### config.mk
export PLATFORM = sky130hd
export DESIGN_NAME = port_status_register
export DESIGN_NICKNAME = d
export VERILOG_FILES = /design/src/shared/port_status_pkg.sv /design/src/shared/status_src_if.sv /design/src/core/status_sync.sv /design/src/core/port_status_register.sv
export SDC_FILE = /design/constraint.sdc
export NUM_CORES = 1
export LEC_CHECK = 0
export BUFFER_PORTS_ARGS = -buffer_cell sky130_fd_sc_hd__buf_4
export CORE_MARGIN = 3
export CORE_UTILIZATION = 30
export CTS_CLUSTER_SIZE = 24
export DETAILED_ROUTE_END_ITERATION = 16
export PLACE_DENSITY = 0.51
export SLEW_MARGIN = 20
export SYNTH_ARGS = -nofsm -noshare
export SYNTH_HDL_FRONTEND = slang
export SYNTH_SLANG_ARGS = --single-unit
### constraint.sdc
create_clock -name clk_sys -period 3.8 [get_ports clk_sys]
set_input_delay 0 -clock clk_sys [delete_from_list [all_inputs] [get_ports clk_sys]]
set_output_delay 0 -clock clk_sys [all_outputs]
set_load 0.01 [all_outputs]
### src/shared/port_status_pkg.sv
// Constants shared by the port status register and its input synchroniser
package port_status_pkg;

   // ---------------------------------------------------------------
   // Register address and data width
   // ---------------------------------------------------------------
   localparam int unsigned      ADDR_W           = 5;
   localparam int unsigned      DATA_W           = 16;
   localparam logic [4:0]       PORT_STATUS_ADDR = 5'h14;

   // ---------------------------------------------------------------
   // Field positions inside the register
   // ---------------------------------------------------------------
   localparam int unsigned      BIT_LINK         = 13;
   localparam int unsigned      BIT_DUPLEX       = 12;
   localparam int unsigned      BIT_SPEED        = 11;
   localparam int unsigned      BIT_AN_DONE      = 9;
   localparam int unsigned      BIT_PAGE_RX      = 8;
   localparam int unsigned      BIT_SPARE_HI     = 7;
   localparam int unsigned      BIT_DESCR_LOCK   = 6;
   localparam int unsigned      BIT_SYMBOL_ERR   = 5;
   localparam int unsigned      BIT_MLT3_ERR     = 4;
   localparam int unsigned      BIT_LOW_VOLT     = 2;
   localparam int unsigned      BIT_SPARE_LO     = 1;

   // ---------------------------------------------------------------
   // Source signal indices in the synchronised vector
   // ---------------------------------------------------------------
   localparam int unsigned      N_SRC            = 9;
   localparam int unsigned      SRC_LINK         = 0;
   localparam int unsigned      SRC_DUPLEX       = 1;
   localparam int unsigned      SRC_SPEED        = 2;
   localparam int unsigned      SRC_AN_DONE      = 3;
   localparam int unsigned      SRC_PAGE_RX      = 4;
   localparam int unsigned      SRC_DESCR_LOCK   = 5;
   localparam int unsigned      SRC_SYMBOL_ERR   = 6;
   localparam int unsigned      SRC_MLT3_ERR     = 7;
   localparam int unsigned      SRC_LOW_VOLT     = 8;

   // ---------------------------------------------------------------
   // Reset values
   // ---------------------------------------------------------------
   localparam logic [8:0]       SRC_RESET        = 9'h000;
   localparam logic [2:0]       FLAG_RESET       = 3'h0;
   localparam logic [1:0]       SPARE_RESET      = 2'h0;
   localparam logic [15:0]      RDATA_RESET      = 16'h0000;

endpackage : port_status_pkg

### src/shared/status_src_if.sv
// Carrier for synchronised status source levels
`timescale 1ns/1ps
interface status_src_if #(
   parameter int unsigned W = 9
);
   logic [W-1:0] level;
   modport producer (output level);
   modport consumer (input  level);
endinterface : status_src_if

### src/core/status_sync.sv
// Three-stage synchroniser bank with agreement filter
`timescale 1ns/1ps
module status_sync
   import port_status_pkg::*;
#(
   parameter int unsigned W = N_SRC
) (
   input  wire logic          clk_sys,
   input  wire logic          rst_n,
   input  wire logic [W-1:0]  raw,
   status_src_if.producer     src
);
   logic [W-1:0] stage1;
   logic [W-1:0] stage2;
   logic [W-1:0] stage3;

   // ---------------------------------------------------------------
   // Stage chain; stage1 feeds stage2 only
   // ---------------------------------------------------------------
   always_ff @(posedge clk_sys or negedge rst_n) begin
      if (!rst_n) begin
         stage1 <= SRC_RESET;
         stage2 <= SRC_RESET;
         stage3 <= SRC_RESET;
      end else begin
         stage1 <= raw;
         stage2 <= stage1;
         stage3 <= stage2;
      end
   end

   // ---------------------------------------------------------------
   // Per bit: accept a change once stage2 and stage3 agree
   // ---------------------------------------------------------------
   always_ff @(posedge clk_sys or negedge rst_n) begin
      if (!rst_n) begin
         src.level <= SRC_RESET;
      end else begin
         src.level <= (stage2 & stage3) | (src.level & (stage2 | stage3));
      end
   end

endmodule : status_sync

### src/core/port_status_register.sv
// Per-port status register of a 10/100 transceiver, management side
`timescale 1ns/1ps

// Contract
// - Bit 13 reads the live link state, 1 up and 0 down, without latching.
// - Bit 12 reads the duplex in use and bit 11 the speed in use, both tracking the present mode.
// - The speed bit reads 1 at 100 Mbps and 0 at 10 Mbps.
// - Bit 9 mirrors auto-negotiation complete, 0 after reset.
// - Bit 8 mirrors page received, 1 whenever the synchronised input is high.
// - Bit 6 shows descrambler lock in 100BASE-TX operation only, 0 otherwise and after reset.
// - Bit 5 latches high on a received symbol error that is high at two successive clk_sys edges.
// - Bit 4 latches high on an MLT-3 coding error that is high at two successive clk_sys edges.
// - Bit 2 latches high on a low-voltage fault of the main supply.
module port_status_register
   import port_status_pkg::*;
(
   input  wire logic               clk_sys,
   input  wire logic               arst_n,
   input  wire logic               link_up_in,
   input  wire logic               full_duplex_in,
   input  wire logic               speed_100_in,
   input  wire logic               an_complete_in,
   input  wire logic               page_received_in,
   input  wire logic               descr_lock_in,
   input  wire logic               symbol_err_in,
   input  wire logic               mlt3_err_in,
   input  wire logic               low_volt_in,
   input  wire logic [ADDR_W-1:0]  mgmt_addr,
   input  wire logic               mgmt_rd,
   input  wire logic               mgmt_wr,
   input  wire logic [DATA_W-1:0]  mgmt_wdata,
   output logic      [DATA_W-1:0]  mgmt_rdata,
   output logic                    mgmt_rvalid
);

   // ---------------------------------------------------------------
   // Reset release
   // ---------------------------------------------------------------
   logic rst_meta;
   logic rst_n;

   always_ff @(posedge clk_sys or negedge arst_n) begin
      if (!arst_n) begin
         rst_meta <= 1'b0;
         rst_n    <= 1'b0;
      end else begin
         rst_meta <= 1'b1;
         rst_n    <= rst_meta;
      end
   end

   // ---------------------------------------------------------------
   // Source synchronisation
   // ---------------------------------------------------------------
   status_src_if #(.W(N_SRC)) src ();

   logic [N_SRC-1:0] raw;
   assign raw = {low_volt_in, mlt3_err_in, symbol_err_in, descr_lock_in, page_received_in,
                 an_complete_in, speed_100_in, full_duplex_in, link_up_in};

   status_sync #(.W(N_SRC)) u_sync (
      .clk_sys (clk_sys),
      .rst_n   (rst_n),
      .raw     (raw),
      .src     (src.producer)
   );

   logic [N_SRC-1:0] lvl;
   assign lvl = src.level;

   // ---------------------------------------------------------------
   // Access decode
   // ---------------------------------------------------------------
   logic rd_hit;
   logic wr_hit;
   assign rd_hit = mgmt_rd && (mgmt_addr == PORT_STATUS_ADDR);
   assign wr_hit = mgmt_wr && !mgmt_rd && (mgmt_addr == PORT_STATUS_ADDR);

   // ---------------------------------------------------------------
   // Latching-high error flags: symbol, MLT-3, low voltage
   // ---------------------------------------------------------------
   logic [2:0] flag;
   logic [2:0] flag_src;
   assign flag_src = {lvl[SRC_LOW_VOLT], lvl[SRC_MLT3_ERR], lvl[SRC_SYMBOL_ERR]};

   // Set beats the read clear, so an error in the read cycle is kept
   always_ff @(posedge clk_sys or negedge rst_n) begin
      if (!rst_n) begin
         flag <= FLAG_RESET;
      end else begin
         flag <= flag_src | (flag & {3{!rd_hit}});
      end
   end

   // ---------------------------------------------------------------
   // Spare read/write bits; stored only so a write is harmless
   // ---------------------------------------------------------------
   logic [1:0] spare;

   always_ff @(posedge clk_sys or negedge rst_n) begin
      if (!rst_n) begin
         spare <= SPARE_RESET;
      end else if (wr_hit) begin
         spare <= {mgmt_wdata[BIT_SPARE_HI], mgmt_wdata[BIT_SPARE_LO]};
      end
   end

   // ---------------------------------------------------------------
   // Read image
   // ---------------------------------------------------------------
   function automatic logic [DATA_W-1:0] build_image(
      input logic [N_SRC-1:0] l,
      input logic [2:0]       f,
      input logic [1:0]       s
   );
      logic [DATA_W-1:0] img;
      img                 = RDATA_RESET;
      img[BIT_LINK]       = l[SRC_LINK];
      img[BIT_DUPLEX]     = l[SRC_DUPLEX];
      img[BIT_SPEED]      = l[SRC_SPEED];
      img[BIT_AN_DONE]    = l[SRC_AN_DONE];
      img[BIT_PAGE_RX]    = l[SRC_PAGE_RX];
      // Lock only means something on the 100 Mbps path
      img[BIT_DESCR_LOCK] = l[SRC_DESCR_LOCK] & l[SRC_SPEED];
      img[BIT_SYMBOL_ERR] = f[0];
      img[BIT_MLT3_ERR]   = f[1];
      img[BIT_LOW_VOLT]   = f[2];
      img[BIT_SPARE_HI]   = s[1];
      img[BIT_SPARE_LO]   = s[0];
      return img;
   endfunction : build_image

   // ---------------------------------------------------------------
   // Read answer, one cycle after the strobe
   // ---------------------------------------------------------------
   always_ff @(posedge clk_sys or negedge rst_n) begin
      if (!rst_n) begin
         mgmt_rdata <= RDATA_RESET;
      end else if (rd_hit) begin
         mgmt_rdata <= build_image(lvl, flag, spare);
      end
   end

   always_ff @(posedge clk_sys or negedge rst_n) begin
      if (!rst_n) begin
         mgmt_rvalid <= 1'b0;
      end else begin
         mgmt_rvalid <= rd_hit;
      end
   end

   // ---------------------------------------------------------------
   // Assertions
   // ---------------------------------------------------------------
   link_live_a: assert property (@(posedge clk_sys) disable iff (!rst_n)
      rd_hit |=> mgmt_rdata[BIT_LINK] == $past(lvl[SRC_LINK]))
      else $error("Link bit does not show live link state");

   duplex_track_a: assert property (@(posedge clk_sys) disable iff (!rst_n)
      rd_hit |=> mgmt_rdata[BIT_DUPLEX] == $past(lvl[SRC_DUPLEX]))
      else $error("Duplex bit does not track mode");

   speed_track_a: assert property (@(posedge clk_sys) disable iff (!rst_n)
      rd_hit |=> mgmt_rdata[BIT_SPEED] == $past(lvl[SRC_SPEED]))
      else $error("Speed bit does not track mode");

   an_mirror_a: assert property (@(posedge clk_sys) disable iff (!rst_n)
      rd_hit |=> mgmt_rdata[BIT_AN_DONE] == $past(lvl[SRC_AN_DONE]))
      else $error("Auto-negotiation bit mismatch");

   page_mirror_a: assert property (@(posedge clk_sys) disable iff (!rst_n)
      rd_hit |=> mgmt_rdata[BIT_PAGE_RX] == $past(lvl[SRC_PAGE_RX]))
      else $error("Page received bit mismatch");

   lock_tx_only_a: assert property (@(posedge clk_sys) disable iff (!rst_n)
      (rd_hit && !lvl[SRC_SPEED]) |=> !mgmt_rdata[BIT_DESCR_LOCK])
      else $error("Lock shown outside 100 Mbps mode");

   symbol_latch_a: assert property (@(posedge clk_sys) disable iff (!rst_n)
      (lvl[SRC_SYMBOL_ERR] || (flag[0] && !rd_hit)) |=> flag[0])
      else $error("Symbol error not latched");

   mlt3_latch_a: assert property (@(posedge clk_sys) disable iff (!rst_n)
      (flag[1] && !rd_hit) |=> flag[1])
      else $error("MLT-3 flag dropped before read");

   volt_latch_a: assert property (@(posedge clk_sys) disable iff (!rst_n)
      lvl[SRC_LOW_VOLT] |=> flag[2])
      else $error("Low-voltage flag not set");

   flag_release_a: assert property (@(posedge clk_sys) disable iff (!rst_n)
      (rd_hit && !flag_src[0]) |=> flag[0] == $past(flag_src[0]))
      else $error("Flag not returned to source after read");

   reserved_zero_a: assert property (@(posedge clk_sys) disable iff (!rst_n)
      mgmt_rvalid |-> (mgmt_rdata[15:14] == 2'h0) && !mgmt_rdata[10] && !mgmt_rdata[3] && !mgmt_rdata[0])
      else $error("Read-only reserved bits not zero");

   rvalid_pulse_a: assert property (@(posedge clk_sys) disable iff (!rst_n)
      rd_hit |=> mgmt_rvalid ##1 (mgmt_rvalid == $past(rd_hit)))
      else $error("Read answer timing wrong");

   spare_store_a: assert property (@(posedge clk_sys) disable iff (!rst_n)
      wr_hit |=> (spare[1] == $past(mgmt_wdata[BIT_SPARE_HI])) && (spare[0] == $past(mgmt_wdata[BIT_SPARE_LO])))
      else $error("Spare bits not stored on write");

   unmapped_quiet_a: assert property (@(posedge clk_sys) disable iff (!rst_n)
      (mgmt_rd && (mgmt_addr != PORT_STATUS_ADDR)) |=> !mgmt_rvalid)
      else $error("Answer given for an unmapped address");

   link_up_read_c: cover property (@(posedge clk_sys) disable iff (!rst_n)
      rd_hit ##1 mgmt_rdata[BIT_LINK] && mgmt_rdata[BIT_SPEED]);

   error_clear_c: cover property (@(posedge clk_sys) disable iff (!rst_n)
      flag[0] ##1 rd_hit ##1 !flag[0]);

   set_on_read_c: cover property (@(posedge clk_sys) disable iff (!rst_n)
      rd_hit && flag_src[2] ##1 flag[2]);

   spare_write_c: cover property (@(posedge clk_sys) disable iff (!rst_n)
      wr_hit ##2 rd_hit);

   unmapped_read_c: cover property (@(posedge clk_sys) disable iff (!rst_n)
      mgmt_rd && (mgmt_addr != PORT_STATUS_ADDR));

endmodule : port_status_register

==> results.cfg, run 1 <==
[yosys]
synthTopCellsByCount = dfrtp_1, maj3_1, mux2_4, buf_4, mux2_2
ys_async_sr_fraction_pct = 100.0
synth.most_common_cell = dfrtp_1
synth_edf_count = 0
yosys_warnings = 0
synthTopCellsByArea = dfrtp_1, mux2_4, maj3_1
syn_inst = 95
ys_seq_area_share_pct = 77.79
yosys.area.top_type_share_pct = 77.79
yosys_register_bits = 55
synth_area_leader_cell = dfrtp_1
syn-cell-area_mm2 = 0.001769
syn_area_per_cell_um2 = 18.62
netlist-cell-type-count = 15
synthFlopType = dfrtp_1

[floorplan]
die_area_mm2 = 0.006855
rows = 27
die_y_um = 82.80
ios = 51
coreArea_mm2 = 0.005608
start_util_pct = 31.55
die_w_um = 82.80

[cts]
cts.htree.levels = 2
cts_sinks = 55
cts_resized = 0
cts.clk_slew.worst_paths_ps = 90
cts_inserted_buffers = 5
clock_latency_ps = 290
postCtsSetupBuffers = 0
clock_path_buffers = 2
cts_tree = yes
cts-root-buf = clkbuf_8

[grt]
grt_usage_pct = 8.445
grt_overflow_total = 0
grt_max_degree = 54
grt_pass1_vias = 960
antenna_found_initial = 0
grt_pass1_wl_um = 4215

[timing]
slew_viol_final = 0
fmax_mhz = 889.8
rsz0062_at_grt = no
tightest_slew_ps = 645.0
hold_viol_final = 0
fin_tns_setup_ps = 0
post-route-min-period_ps = 1124
slew_headroom_pct = 57.00
setup_viol = 0
clock_skew_ps = 3.822
period_share_pct = 29.58

[routing]
routed_via_density = 4.046
drtAntennaViolNets = 0
routed_wl_um = 2478
drt-initial-drc-count = 43
drt-pass1-iter-count = 4
via_count = 874
wl_per_cell_um = 11.47
drc = 0

[pwr]
pwr-share-comb_pct = 10.9
p_int_uw = 861.2
leakage_uw = 0.001067
power_density_mw_per_mm2 = 482.5
switching_power_uw = 238.8
p_clk_share_pct = 28.1
peakVddDrop_mv = 0.2651
finalPower_uw = 1100
p_seq_share_pct = 61.0
switching_share_pct = 21.71

[run_status]
outcome = finished, final reports clean

[finish]
fin_nets = 178
drive_above_1_share_pct = 38.89
nFillCells = 545
area.growth.synth_to_final_pct = 28.85
antenna_cells = 0

[setup_path]
worstPathArrival_ps = 1310
slowest_delay_ps = 370
critical_path.top_delay_family = simple AND/OR/NAND/NOR gates
cp.required_ps = 3990
crit_fanout = 13
crit_slowest_cell = nand3_2
crit_type = input pin to flop
crit_cells = 5
cp_num_buf_inv = 2
rrSetupSlack_ps = 2930
end_kind = flop
start_kind = input pin
r2r_cells = 1
path_cells = buf_4 -> nor3b_2 -> nand3_2 -> inv_1 -> mux2_2

[worst_hold_path]
hp-class = input pin to flop
hold_depth = 3

[flow_run]
drv_cap = 0

[place]
gp_congestion = 0.5963
io_buffers = 31
==> path summary, 6_finish.rpt <==
kind                                             to           startpoint
worst min register to register     u_sync.stage2[7]     u_sync.stage1[7]
worst min-delay path                       spare[0]              mgmt_wr
min in group asynchronous          u_sync.stage1[7]                rst_n
worst max-delay path                  mgmt_rdata[7]         mgmt_addr[1]
worst max register to register  u_sync.src.level[2]  u_sync.src.level[2]
max in group asynchronous                   flag[0]                rst_n
==> power by group through the flow <==
| stage | Combinational, uW | Clock [uW] | Sequential (uW) |
|---|---|---|---|
| floorplan | 47.9 | 0 | 687 |
| global placement | 109 | 0 | 683 |
| detailed placement | 111 | 0 | 685 |
| CTS | 123 | 329 | 673 |
| global route | 132 | 351 | 680 |
| finish | 120 | 309 | 671 |
==> cells in the final DEF, fill, tap and decap left out <==
cell type	n
a21o_2	3
buf_4	31
clkbuf_8	6
clkinv_2	1
conb_1	6
dfrtp_1	54
dfrtp_4	1
dlygate4sd3_1	13
inv_1	2
maj3_1	9
mux2_2	5
mux2_4	7
mux2i_1	1
nand2_1	1
nand3_2	1
nand4b_1	1
nor2b_1	1
nor3b_2	1
==> through the flow <==
step	std cells	worst slack, ps	util, %	hold WS (ps)	instance area, um^2
floorplan	99	2155	-	-295.6	1784
global placement	196	2351	36.72	-217.7	2059
detailed placement	196	2349	36.72	-217.1	2059
CTS	216	2528	40.61	108.0	2277
global route	216	2596	40.65	122.7	2280
finish	216	2676	40.65	117.7	2280
==> per-layer routing <==
layer,up-vias,wire length [um],track usage [%]
met5,-,0,0
met4,0,41,4.412
met3,4,189,3.348
met2,27,1241,14.58
met1,443,1006,8.824
li1,400,-,-
==> flip-flops by register name (all words and copies together), names as in the netlist <==
register          count
mgmt_rvalid           1
u_sync.stage1         9
mgmt_rdata           11
rst_n                 1
spare                 2
u_sync.stage2         9
u_sync.stage3         9
flag                  3
u_sync.src.level      9
rst_meta              1
==> worst min-delay path, delay by kind of cell <==
| family | cells | cell delay [ps] |
|---|---|---|
| AND/OR/NAND/NOR | 1 | 120 |
| multiplexers | 1 | 160 |
| buffers and inverters | 1 | 110 |
==> layout make-up <==
| type | count | area [um^2] | share of cell area, % |
|---|---|---|---|
| clock buffer | 6 | 82.58 | 3.622 |
| tap | 72 | 90.09 | 3.952 |
| timing repair buffer | 44 | 362.8 | 15.92 |
| sequential | 55 | 1380 | 60.54 |
| multi-input combinational | 36 | 351.6 | 15.42 |
| inverter | 2 | 7.507 | 0.3293 |
| clock inverter | 1 | 5.005 | 0.2195 |
==> repair_timing <==
action / 4_1_cts / 5_1_grt
hold buffers: 13 / 0
endpoints found under the setup margin: 0 / 0
endpoints found under the hold margin: 13 / 0
==> kinds of logic (layout without fill, tap and decap cells) <==
family / after synthesis / in the layout / share of synthesized area (%)
compound gates: 3 / 3 / 1.485
fa+ha+maj: 9 / 9 / 5.092
buf+inv: 8 / 53 / 3.183
flops: 55 / 55 / 77.79
mux: 13 / 13 / 9.689
other cells: 2 / 6 / 0.4245
simple gates: 5 / 5 / 2.334
(Power assumes the default switching activity.)
==> inputs of run 2 (changes only) <==
- ABC_AREA: not set -> 1
- clock period: 3.8 -> 1.2 ns (I/O delays scaled with it)
==> run 2 against run 1 <==
Net effect: global-route usage grew 0.56 points; largest cell class unchanged; non-clock buffer count grew 3; clock power increased to 3.4 times the previous value; critical endpoint is now u_sync.src.level[2]; first-iteration DRC count is 35% higher; utilization increased by 0.49 points; clock-buffer cell count is 2 higher; synthesized cell count is 42% higher; cell count is 19% higher; clock skew up 0.78 ps; worst setup slack worse by 2300 ps; combinational power rose to 3.2 times the previous value; highest routed layer unchanged; critical path depth shrank 4.
==> results.cfg, run 2 <==
[grt]
grt_overflow_total = 0
grt_pass1_vias = 1098
grt_max_degree = 28
grt_pass1_wl_um = 5064
antenna_found_initial = 0
grt_usage_pct = 9.009

[routing]
wl_per_cell_um = 10.58
via_count = 1031
routed_wl_um = 2730
drtAntennaViolNets = 0
drt-initial-drc-count = 58
routed_via_density = 3.996
drc = 0
drt-pass1-iter-count = 2

[yosys]
syn_inst = 135
synth_edf_count = 0
synth_area_leader_cell = dfrtp_1
synthTopCellsByArea = dfrtp_1, nand2_1, maj3_1
synthTopCellsByCount = dfrtp_1, nand2_1, nand3_1, inv_1, maj3_1
syn_area_per_cell_um2 = 13.39
synth.most_common_cell = dfrtp_1
syn-cell-area_mm2 = 0.001808
ys_async_sr_fraction_pct = 100.0
yosys_register_bits = 55
yosys_warnings = 0
ys_seq_area_share_pct = 76.12
netlist-cell-type-count = 14
yosys.area.top_type_share_pct = 76.12
synthFlopType = dfrtp_1

[pwr]
peakVddDrop_mv = 0.7132
power_density_mw_per_mm2 = 1510
leakage_uw = 0.001172

[setup_path]
crit_type = flop to flop
start_kind = flop
crit_slowest_cell = dfrtp_1
cp_num_buf_inv = 0
worstPathArrival_ps = 1040
slowest_delay_ps = 400
end_kind = flop
cp.required_ps = 1380
path_cells = maj3_1
crit_fanout = 3
critical_path.top_delay_family = flip-flops

[run_status]
outcome = finished, final reports clean

[timing]
setup_ws_ps = 338.4
rsz0062_at_grt = no
fin_tns_setup_ps = 0
period_share_pct = 71.80
clock_skew_ps = 4.606
fmax_mhz = 1161
setup_viol = 0
post-route-min-period_ps = 861.6
hold_viol_final = 0
slew_viol_final = 0

[finish]
area.growth.synth_to_final_pct = 29.13
final_cell_mix = dfrtp_1, nand2_1, buf_4
drive_above_1_share_pct = 24.73
fin_nets = 219
largest_register_ffs = 11
regMostFlops = mgmt_rdata
antenna_cells = 0
stdcell_area_mm2 = 0.002335
layout_commonest_cell = dfrtp_1

[flow_run]
drv_cap = 0

[cts]
cts_inserted_buffers = 5
cts.htree.levels = 2
cts_resized = 0
cts-root-buf = clkbuf_8
cts_sinks = 55
cts.clk_slew.worst_paths_ps = 90
cts_tree = yes
clock_path_buffers = 2
clock_latency_ps = 300

[place]
gp_congestion = 0.7540
placed_area_mm2 = 0.002105
dp_hpwl_um = 1849
dp_slack_ps = 272.9
io_buffers = 31

[floorplan]
start_util_pct = 31.86
die_area_mm2 = 0.006994
die_w_um = 83.63
coreArea_mm2 = 0.005675
ios = 51
die_y_um = 83.63
rows = 27

[worst_hold_path]
hp-class = input pin to flop
## run 2: changes by cell type after synthesis, sizes merged, moves of 3 or more
cell,change
nand2,+35
nand3,+13
mux2,-12
inv,+7
a21o,-3
## run 2: path summary, 6_finish.rpt
check	start	endpoint	slack (ps)	depth (start not counted)
setup / recovery	u_sync.src.level[2]	u_sync.src.level[2]	340	1
hold / removal	mgmt_rd	mgmt_rdata[12]	50	3
setup reg to reg	u_sync.src.level[2]	u_sync.src.level[2]	340	1
hold reg to reg	rst_n	mgmt_rdata[4]	260	1
max in group asynchronous	arst_n	rst_n	530	3
min in group asynchronous	rst_n	mgmt_rdata[4]	260	1
## run 2: cell families (layout without fill, tap and decap cells)
group / after synthesis / count (layout) / share of synthesized area (%)
adder cells (fa/ha/maj): 9 / 9 / 4.983
buffers and inverters: 17 / 64 / 5.467
flip-flops: 55 / 55 / 76.12
other: 2 / 6 / 0.4154
AND/OR/NAND/NOR: 52 / 52 / 13.01
## run 2: metal layers
| metal | vias up | global-route usage, % | wire (um) |
|---|---|---|---|
| met2 | 31 | 14.10 | 1257 |
| met1 | 489 | 10.61 | 1205 |
| li1 | 506 | - | - |
| met3 | 5 | 4.442 | 220 |
| met4 | 0 | 3.509 | 47 |
| met5 | - | 0 | 0 |
## run 2: tightest hold or removal path, cell delays in order
cell     delay, ps
buf_4          170
nand3_1         90
nand2_1         40
## run 2: area by class of cell
| class | instances | area, um^2 |
|---|---|---|
| Tap cell | 72 | 90.09 |
| Multi-Input combinational cell | 67 | 347.8 |
| Fill cell | 543 | 3341 |
| Inverter | 9 | 33.78 |
| Clock buffer | 8 | 100.1 |
| Sequential cell | 55 | 1378 |
| Timing Repair Buffer | 47 | 385.4 |
## run 2: power by group
part           switching [uW]  internal, uW
Clock                     535           527
Sequential               77.3          2010
Combinational             176           204
Total                     788          2740
## run 2: per-stage QoR
step           hold WS (ps)  instances  total power [uW]  utilization, %
2_1_floorplan        -295.6        139              2288               -
3_3_place_gp         -217.1        237              2466           37.08
3_5_place_dp         -216.4        237              2482           37.08
4_1_cts               30.20        258              3592           41.14
5_1_grt               48.47        258              3753           41.14
6_report              45.75        258              3526           41.14
## run 2: repair_timing
item | in CTS | in global routing
buffers inserted | 0 | 0
hold endpoints to repair | 13 | 0
hold buffers | 13 | 0
